==> src/gpsf_pkg.sv <==
/*
 * Constants for the four-pin GPIO block: the control register's offset,
 * its field positions, its reset value and the mask of its writable bits.
 * Assumes a 32-bit AXI4-Lite register bus with byte addressing.
 */
`default_nettype none

package gpsf_pkg;

   // Register map
   localparam logic [7:0]  GPIO_CONTROL_OFFSET = 8'hFC;  // Byte address
   localparam logic [31:0] GPIO_CONTROL_RESET  = 32'h00001010;

   // Field positions inside the control register
   localparam int PIN0_LEVEL          = 0;
   localparam int PIN0_DRIVE_ON       = 4;
   localparam int PIN0_POLARITY_FLIP  = 5;
   localparam int CONTENDER_RELEASE   = 7;
   localparam int PIN1_LEVEL          = 8;
   localparam int PIN1_DRIVE_ON       = 12;
   localparam int PIN1_POLARITY_FLIP  = 13;
   localparam int POWER_STATUS_RELEASE = 15;
   localparam int PIN2_LEVEL          = 16;
   localparam int PIN2_DRIVE_ON       = 20;
   localparam int PIN2_POLARITY_FLIP  = 21;
   localparam int PIN3_LEVEL          = 24;
   localparam int PIN3_DRIVE_ON       = 28;
   localparam int PIN3_POLARITY_FLIP  = 29;

   // Bits that software may change; all others read as zero
   localparam logic [31:0] GPIO_CONTROL_WMASK = 32'h3131B1B1;

   // AXI response codes
   localparam logic [1:0] RESP_OKAY   = 2'h0;
   localparam logic [1:0] RESP_SLVERR = 2'h2;

   // Number of terminals
   localparam int PIN_COUNT = 4;

endpackage

`default_nettype wire

==> src/gpsf_gpio.sv <==
/*
 * Four-pin GPIO block with two shared functions, behind one 32-bit
 * control register on an AXI4-Lite slave port.
 * Assumes one clock, a synchronous active-high reset, pin inputs that
 * come from the board (synchronised here) and function inputs that
 * come from link logic on the same clock.
 * Terminal drive follows a register write by one clock; the sensed
 * level trails the terminal by three clocks through the synchroniser.
 */
`timescale 1ns/1ps
`default_nettype none

module gpsf_gpio
   import gpsf_pkg::*;
#(
   parameter int ADDR_W = 8
)(
   input  wire logic                 clk,
   input  wire logic                 rst,
   input  wire logic [ADDR_W-1:0]    awaddr,
   input  wire logic [2:0]           awprot,
   input  wire logic                 awvalid,
   output logic                      awready,
   input  wire logic [31:0]          wdata,
   input  wire logic [3:0]           wstrb,
   input  wire logic                 wvalid,
   output logic                      wready,
   output logic [1:0]                bresp,
   output logic                      bvalid,
   input  wire logic                 bready,
   input  wire logic [ADDR_W-1:0]    araddr,
   input  wire logic [2:0]           arprot,
   input  wire logic                 arvalid,
   output logic                      arready,
   output logic [31:0]               rdata,
   output logic [1:0]                rresp,
   output logic                      rvalid,
   input  wire logic                 rready,
   input  wire logic                 manager_contender_flag,
   input  wire logic                 link_power_indicator,
   input  wire logic [PIN_COUNT-1:0] pin_in,
   output logic [PIN_COUNT-1:0]      pin_out,
   output logic [PIN_COUNT-1:0]      pin_oe,
   output logic [PIN_COUNT-1:0]      pin_sense
);

   // True when a byte address selects the control register
   function automatic logic addr_hit(input logic [ADDR_W-1:0] a);
      addr_hit = (a == ADDR_W'(GPIO_CONTROL_OFFSET));
   endfunction

   // Widen byte strobes to a bit mask
   function automatic logic [31:0] strb_mask(input logic [3:0] s);
      strb_mask = {{8{s[3]}}, {8{s[2]}}, {8{s[1]}}, {8{s[0]}}};
   endfunction

   logic [31:0]          ctrl;        // The control register
   logic                 aw_held;     // Write address waiting
   logic [ADDR_W-1:0]    aw_addr_q;   // Held write address
   logic                 w_held;      // Write data waiting
   logic [31:0]          w_data_q;    // Held write data
   logic [3:0]           w_strb_q;    // Held write strobes
   logic                 do_write;    // Both halves present, no reply pending
   logic [31:0]          next_ctrl;   // Control value after a write
   logic [PIN_COUNT-1:0] sync1;       // First synchroniser stage
   logic [PIN_COUNT-1:0] sync2;       // Second synchroniser stage
   logic [PIN_COUNT-1:0] gpio_val;    // Per-pin GPIO drive level
   logic [PIN_COUNT-1:0] gpio_en;     // Per-pin GPIO drive enable
   logic [PIN_COUNT-1:0] flip_eff;    // Polarity that applies now
   logic [PIN_COUNT-1:0] next_pin_out;
   logic [PIN_COUNT-1:0] next_pin_oe;

   // Protection bits are accepted and ignored
   logic unused_prot;
   assign unused_prot = ^{awprot, arprot};

   assign do_write = aw_held && w_held && !bvalid;

   // Write merge: only writable bits in enabled lanes change
   always_comb begin
      logic [31:0] m;
      m = GPIO_CONTROL_WMASK & strb_mask(w_strb_q);
      next_ctrl = (ctrl & ~m) | (w_data_q & m);
   end

   // Write address channel; one address held at a time
   always_ff @(posedge clk) begin
      if (rst) begin
         aw_held   <= 1'b0;
         aw_addr_q <= '0;
         awready   <= 1'b0;
      end else if (awvalid && awready) begin
         aw_held   <= 1'b1;
         aw_addr_q <= awaddr;
         awready   <= 1'b0;
      end else if (do_write) begin
         aw_held   <= 1'b0;
      end else if (!aw_held && !bvalid) begin
         awready   <= 1'b1;  // Reopen only after the reply is taken
      end
   end

   // Write data channel; taken independently of the address
   always_ff @(posedge clk) begin
      if (rst) begin
         w_held   <= 1'b0;
         w_data_q <= '0;
         w_strb_q <= '0;
         wready   <= 1'b0;
      end else if (wvalid && wready) begin
         w_held   <= 1'b1;
         w_data_q <= wdata;
         w_strb_q <= wstrb;
         wready   <= 1'b0;
      end else if (do_write) begin
         w_held   <= 1'b0;
      end else if (!w_held && !bvalid) begin
         wready   <= 1'b1;
      end
   end

   // Write response; unmapped addresses answer with an error
   always_ff @(posedge clk) begin
      if (rst) begin
         bvalid <= 1'b0;
         bresp  <= RESP_OKAY;
      end else if (do_write) begin
         bvalid <= 1'b1;
         bresp  <= addr_hit(aw_addr_q) ? RESP_OKAY : RESP_SLVERR;
      end else if (bvalid && bready) begin
         bvalid <= 1'b0;
      end
   end

   // Control register; reset leaves both shared functions in place
   always_ff @(posedge clk) begin
      if (rst) begin
         ctrl <= GPIO_CONTROL_RESET;
      end else if (do_write && addr_hit(aw_addr_q)) begin
         ctrl <= next_ctrl;
      end
   end

   // Read channel; one read in flight, data from stored bits
   always_ff @(posedge clk) begin
      if (rst) begin
         arready <= 1'b0;
         rvalid  <= 1'b0;
         rdata   <= '0;
         rresp   <= RESP_OKAY;
      end else if (arvalid && arready) begin
         arready <= 1'b0;
         rvalid  <= 1'b1;
         if (addr_hit(araddr)) begin
            rdata <= ctrl;
            rresp <= RESP_OKAY;
         end else begin
            rdata <= '0;
            rresp <= RESP_SLVERR;
         end
      end else if (rvalid && rready) begin
         rvalid  <= 1'b0;
      end else if (!rvalid) begin
         arready <= 1'b1;
      end
   end

   // Per-pin GPIO levels after output inversion
   always_comb begin
      gpio_val[3] = ctrl[PIN3_LEVEL] ^ ctrl[PIN3_POLARITY_FLIP];
      gpio_val[2] = ctrl[PIN2_LEVEL] ^ ctrl[PIN2_POLARITY_FLIP];
      gpio_val[1] = ctrl[PIN1_LEVEL] ^ ctrl[PIN1_POLARITY_FLIP];
      gpio_val[0] = ctrl[PIN0_LEVEL] ^ ctrl[PIN0_POLARITY_FLIP];
      gpio_en[3]  = ctrl[PIN3_DRIVE_ON];
      gpio_en[2]  = ctrl[PIN2_DRIVE_ON];
      gpio_en[1]  = ctrl[PIN1_DRIVE_ON];
      gpio_en[0]  = ctrl[PIN0_DRIVE_ON];
   end

   // Terminal mux: shared functions own pins 0 and 1 until released
   // Function mode drives the raw link signal; polarity bits do not apply
   always_comb begin
      next_pin_out = gpio_val;
      next_pin_oe  = gpio_en;
      if (!ctrl[CONTENDER_RELEASE]) begin
         next_pin_out[0] = manager_contender_flag;
         next_pin_oe[0]  = 1'b1;
      end else begin
         next_pin_oe[0]  = gpio_en[0];
      end
      if (!ctrl[POWER_STATUS_RELEASE]) begin
         next_pin_out[1] = link_power_indicator;
         next_pin_oe[1]  = 1'b1;
      end else begin
         next_pin_oe[1]  = gpio_en[1];
      end
   end

   // Registered terminal drive, one cycle behind the register
   always_ff @(posedge clk) begin
      if (rst) begin
         pin_out <= '0;
         pin_oe  <= '0;
      end else begin
         pin_out <= next_pin_out;
         pin_oe  <= next_pin_oe;
      end
   end

   // Two-stage synchroniser; the board pins are asynchronous
   always_ff @(posedge clk) begin
      if (rst) begin
         sync1 <= '0;
         sync2 <= '0;
      end else begin
         sync1 <= pin_in;
         sync2 <= sync1;
      end
   end

   // Input inversion applies to pins 0 and 1 only in GPIO mode
   always_comb begin
      flip_eff[3] = ctrl[PIN3_POLARITY_FLIP];
      flip_eff[2] = ctrl[PIN2_POLARITY_FLIP];
      flip_eff[1] = ctrl[PIN1_POLARITY_FLIP] & ctrl[POWER_STATUS_RELEASE];
      flip_eff[0] = ctrl[PIN0_POLARITY_FLIP] & ctrl[CONTENDER_RELEASE];
   end

   // Sensed terminal level in the logical sense
   always_ff @(posedge clk) begin
      if (rst) begin
         pin_sense <= '0;
      end else begin
         pin_sense <= sync2 ^ flip_eff;
      end
   end

   // Checks on the behaviour guarded above

   chk_reset_funcs: assert property (@(posedge clk)
      $past(rst) && !rst |-> ctrl == GPIO_CONTROL_RESET)
      else $error("Reset did not restore control value");

   // The !rst term skips the edge on which reset is released: the
   // terminal drive is still being cleared by that edge
   chk_pin0_func: assert property (@(posedge clk) disable iff (rst)
      !rst && !ctrl[CONTENDER_RELEASE] |=>
         pin_oe[0] && pin_out[0] == $past(manager_contender_flag))
      else $error("Terminal 0 not carrying contender flag");

   chk_pin1_func: assert property (@(posedge clk) disable iff (rst)
      !rst && !ctrl[POWER_STATUS_RELEASE] |=>
         pin_oe[1] && pin_out[1] == $past(link_power_indicator))
      else $error("Terminal 1 not carrying power status");

   chk_pin3_drive: assert property (@(posedge clk) disable iff (rst)
      ctrl[PIN3_DRIVE_ON] |=> pin_oe[3] &&
         pin_out[3] == $past(ctrl[PIN3_LEVEL] ^ ctrl[PIN3_POLARITY_FLIP]))
      else $error("GPIO3 drive level wrong");

   chk_pin3_release: assert property (@(posedge clk) disable iff (rst)
      !ctrl[PIN3_DRIVE_ON] |=> !pin_oe[3])
      else $error("GPIO3 driven while disabled");

   chk_pin2_drive: assert property (@(posedge clk) disable iff (rst)
      ctrl[PIN2_DRIVE_ON] |=> pin_oe[2] &&
         pin_out[2] == $past(ctrl[PIN2_LEVEL] ^ ctrl[PIN2_POLARITY_FLIP]))
      else $error("GPIO2 drive level wrong");

   chk_pin2_release: assert property (@(posedge clk) disable iff (rst)
      !ctrl[PIN2_DRIVE_ON] |=> !pin_oe[2])
      else $error("GPIO2 driven while disabled");

   chk_pin1_gpio: assert property (@(posedge clk) disable iff (rst)
      ctrl[POWER_STATUS_RELEASE] |=> pin_oe[1] == $past(ctrl[PIN1_DRIVE_ON]))
      else $error("GPIO1 enable not followed");

   chk_pin1_level: assert property (@(posedge clk) disable iff (rst)
      ctrl[POWER_STATUS_RELEASE] && ctrl[PIN1_DRIVE_ON] |=>
         pin_out[1] == $past(ctrl[PIN1_LEVEL] ^ ctrl[PIN1_POLARITY_FLIP]))
      else $error("GPIO1 drive level wrong");

   chk_pin0_gpio: assert property (@(posedge clk) disable iff (rst)
      ctrl[CONTENDER_RELEASE] |=> pin_oe[0] == $past(ctrl[PIN0_DRIVE_ON]))
      else $error("GPIO0 enable not followed");

   chk_pin0_level: assert property (@(posedge clk) disable iff (rst)
      ctrl[CONTENDER_RELEASE] && ctrl[PIN0_DRIVE_ON] |=>
         pin_out[0] == $past(ctrl[PIN0_LEVEL] ^ ctrl[PIN0_POLARITY_FLIP]))
      else $error("GPIO0 drive level wrong");

   chk_sense_flip: assert property (@(posedge clk) disable iff (rst)
      !ctrl[POWER_STATUS_RELEASE] |=> pin_sense[1] == $past(sync2[1]))
      else $error("GPIO1 inverted outside GPIO mode");

   chk_rsvd_zero: assert property (@(posedge clk) disable iff (rst)
      (ctrl & ~GPIO_CONTROL_WMASK) == 32'h00000000)
      else $error("Reserved control bits not zero");

   chk_read_back: assert property (@(posedge clk) disable iff (rst)
      arvalid && arready && addr_hit(araddr) |=>
         rvalid && rdata == $past(ctrl) && rresp == RESP_OKAY)
      else $error("Read data differs from stored value");

   // Sense path: synchroniser output, flipped only where the pin is GPIO
   chk_sense_pin0: assert property (@(posedge clk) disable iff (rst)
      !ctrl[CONTENDER_RELEASE] |=> pin_sense[0] == $past(sync2[0]))
      else $error("GPIO0 inverted outside GPIO mode");

   chk_sense_pin2: assert property (@(posedge clk) disable iff (rst)
      1'b1 |=> pin_sense[2] == $past(sync2[2] ^ ctrl[PIN2_POLARITY_FLIP]))
      else $error("GPIO2 sensed level wrong");

   chk_sense_pin3: assert property (@(posedge clk) disable iff (rst)
      1'b1 |=> pin_sense[3] == $past(sync2[3] ^ ctrl[PIN3_POLARITY_FLIP]))
      else $error("GPIO3 sensed level wrong");

   chk_reset_quiet: assert property (@(posedge clk)
      rst |=> pin_oe == '0 && !bvalid && !rvalid)
      else $error("Outputs active after a reset edge");

endmodule

`default_nettype wire

==> config.mk <==
export PLATFORM = sky130hd
export DESIGN_NAME = gpsf_gpio
export DESIGN_NICKNAME = d
export VERILOG_FILES = /design/src/gpsf_pkg.sv /design/src/gpsf_gpio.sv
export SDC_FILE = /design/constraint.sdc
export NUM_CORES = 1
export LEC_CHECK = 0
export BUFFER_PORTS_ARGS = -buffer_cell sky130_fd_sc_hd__buf_2
export CORE_MARGIN = 8
export CORE_UTILIZATION = 44
export CTS_CLUSTER_SIZE = 20
export DETAILED_ROUTE_END_ITERATION = 8
export PLACE_DENSITY = 0.72
export SETUP_SLACK_MARGIN = 0.15
export SYNTH_ARGS = -nofsm -noshare
export SYNTH_HDL_FRONTEND = slang
export SYNTH_SLANG_ARGS = --single-unit
==> constraint.sdc <==
create_clock -name clk -period 1.2 [get_ports clk]
set_clock_uncertainty 0.05 [all_clocks]
set_input_delay 0.24 -clock clk [delete_from_list [all_inputs] [get_ports clk]]
set_output_delay 0.24 -clock clk [all_outputs]
set_load 0.01 [all_outputs]
==> results.py <==
metrics = {
    "clock_tree": {
        "tritoncts_clock_tree": "yes",
        "ctsHtreeMaxLevel": 3,
        "cts_buffer_depth": 2,
        "cts_stage_hold_buffer_count": 0,
        "clock_sink_count": 83,
        "cts_root_buf": "clkbuf_8",
        "cts.reportedPaths.clkPinSlew_ns": 0.08,
        "num_cts_buffers": 9,
        "clock_latency_on_the_worst_skew_pair_ns": 0.35,
    },
    "setup_path": {
        "timing.critical_path.to_type": "flop",
        "ff2ff_path_depth": 4,
        "criticalPathCategory": "reg2reg",
        "critPathLaunchType": "flop",
        "critPathMaxFanout": 6,
        "endpoint_required_time_on_the_critical_path_ns": 1.39,
        "worstPathArrival_ns": 1.54,
    },
    "worst_hold_path": {
        "hp-class": "in2reg",
        "worst_hold_path.num_cells": 2,
    },
    "sta": {
        "final_critical_path_setup_slack_ns": -0.144,
        "final_max_slew_viol_count": 0,
        "final.period_utilization_pct": 112,
        "final_hold_viol_count": 0,
        "final-setup-viol-count": 15,
        "timing.final.crit_period_ns": 1.34,
        "finalHoldWorstSlack_ns": 0.0357,
        "rsz_0062_raised_after_global_routing": "yes",
        "max_clock_freq_ghz": 0.744,
    },
    "die": {
        "placeable_core_area_mm2": 0.00718,
        "initial_core_util_pct": 45.1,
        "io_pins": 124,
        "die_area_mm2": 0.0104,
        "die_width_um": 102,
        "row_count": 31,
        "die-height_um": 102,
    },
    "power": {
        "p_per_area_mw_per_mm2": 1240,
        "ir_worst_vdd_mv": 0.591,
        "power_leakage_nw": 2.06,
        "total_power_w": 0.00590,
    },
    "routing": {
        "route.detailed.wl_per_inst_um": 14.8,
        "detail_route.first_pass.iterations": 4,
        "drt.antenna.violating_nets": 0,
        "post-route-drc-count": 0,
        "avgViaCountPerCell": 4.82,
        "detailedRoute.firstIterationViolations": 45,
        "detailroute.via_count": 2734,
        "wirelength_um": 8400,
    },
    "global_routing": {
        "global_route_congestion_overflow_total": 0,
        "grt_max_degree": 32,
        "grt_util_all_layers_pct": 15.2,
        "grt_antenna_before_repair": 0,
        "first_global_vias": 2615,
        "first_pass_grt_wire_length_um": 12300,
    },
    "yosys": {
        "yosysTopAreaCell": "dfxtp_1",
        "largest_family_of_logic_cells_by_synthesized_area": "simple AND/OR/NAND/NOR gates",
        "post_synth.cell_area_avg_um2": 9.04,
        "post_synth_instance_area_mm2": 0.00324,
        "synth-xor-area-share_pct": 2.16,
        "yosys.area_share.adder_pct": 0,
        "unique_masters_post_synth": 31,
        "ys_seq_elements": 83,
        "synth_async_sr_flop_share_pct": 0,
        "yosys.area.top_type_share_pct": 51.3,
        "post-synth-top-count-cell": "dfxtp_1",
        "synth-edff-count": 0,
        "synth-compound-area-share_pct": 8.58,
        "synth_simple_gate_area_share_pct": 24.9,
        "synth_ff_type": "dfxtp_1",
        "syn-instance-count": 358,
        "top_cell_types_by_occurrence_after_synthesis": "83 x dfxtp_1, 63 x nand2_1, 48 x a21oi_1, 22 x buf_4, 22 x nand2b_1",
        "muxShareOfSynthArea_pct": 4.64,
        "synth_warnings": 0,
        "ys_seq_area_share_pct": 51.3,
        "area_contributors_post_synth": "dfxtp_1 51%, a21oi_1 7.4%, nand2_1 7.3%, buf_4 5.1%, nand2b_1 4.3%",
    },
    "placed_design": {
        "numPortBuffers": 79,
        "post-dp-hpwl_um": 5050,
        "gp_congestion": 0.777,
    },
    "final_layout": {
        "finish.net_count": 534,
        "flow.area_growth_from_synthesis_pct": 47.5,
        "post_route_cells_drive_above_1_share_pct": 47.2,
        "antenna_cells": 0,
    },
    "outcome": {
        "run_status": "complete, but fails checks",
        "violations": "setup timing",
    },
    "job": {
        "max_cap_viol_count": 0,
    },
}
## repair_timing
action                     CTS  global route
setup buffers                8             7
resized for setup           82            67
pin swaps                   32            26
gates cloned                 3             2
setup endpoints to repair   69            87
## worst max-delay path, stage by stage (launching register included)
cell,delay [ns]
dfxtp_4,0.35
and3b_1,0.23
buf_6,0.15
nand4_4,0.13
mux2_4,0.31
## metrics by stage
step	util (%)	worst slack (ns)	cells	setup TNS [ns]	cell area (µm²)
after detailed placement	52.5	-0.111	531	-2.53	3770
after CTS	61.7	-0.108	558	-1.14	4430
after global placement	52.5	-0.0863	531	-1.56	3770
after floorplan	-	-0.0775	377	-0.155	3350
after global routing	66.6	-0.173	567	-1.95	4780
final	66.6	-0.144	567	-1.30	4780
## per-layer routing
metal,vias to the layer above,share of wire [%],global-route usage (%)
met5,-,0,0
met3,16,5.9,4.05
met4,0,2.6,8.59
li1,1364,-,-
met2,84,49,24.1
met1,1270,42,18.2
## path summary, 6_finish.rpt
path              from       end  slack (ns)
min reg2reg   sync1[2]  sync2[2]        0.39
max             bvalid      flop       -0.14
min          pin_in[0]  sync1[0]        0.04
max reg2reg     bvalid      flop       -0.14
## cells in the final DEF, fill, tap and decap left out, types with 2 or more instances in the layout
| cell | netlist | layout |
|---|---|---|
| dfxtp_1 | 83 | 54 |
| buf_2 | 7 | 51 |
| nand2_1 | 63 | 43 |
| buf_6 | 0 | 40 |
| dfxtp_2 | 0 | 26 |
| a21oi_1 | 48 | 24 |
| a21oi_2 | 0 | 24 |
| nand2b_1 | 22 | 22 |
| conb_1 | 1 | 20 |
| nand2_4 | 0 | 18 |
| nor2_1 | 17 | 15 |
| buf_4 | 22 | 15 |
| nand4_1 | 14 | 14 |
| nor2b_1 | 13 | 13 |
| mux2i_1 | 12 | 12 |
| clkbuf_8 | 0 | 9 |
| nand3_1 | 8 | 8 |
| xnor2_1 | 6 | 6 |
| inv_1 | 5 | 5 |
| buf_12 | 0 | 5 |
| and2_4 | 0 | 3 |
| dfxtp_4 | 0 | 3 |
| buf_16 | 0 | 3 |
| nand4_2 | 2 | 2 |
| nand4_4 | 2 | 2 |
| a211oi_1 | 2 | 2 |
| xor2_1 | 2 | 2 |
| mux2_4 | 2 | 2 |
| bufinv_16 | 0 | 2 |
| clkinv_4 | 0 | 2 |
## report_power, final
group | internal, W | switching (W) | total, W
Combinational | 0.000404 | 0.000378 | 0.000782
Clock | 0.00118 | 0.00103 | 0.00221
Sequential | 0.00284 | 0.0000662 | 0.00291
## final cells by class
type / count / area [µm²]
tap: 99 / 124
sequential: 83 / 1710
timing repair buffer: 116 / 1040
clock buffer: 10 / 128
fill: 553 / 2400
multi-input combinational: 248 / 1670
clock inverter: 6 / 88.8
inverter: 5 / 18.8
## cells by family (layout without fill, tap and decap cells)
logic type	count (synthesis)	after routing
xor gates and xnor gates	8	8
buffers and inverters	47	137
DFF	83	83
muxes	14	14
and+or+nand+nor	152	153
other	1	20
AOI/OAI and AO/OA	53	53
No activity file was read; power rests on OpenSTA's default activity.
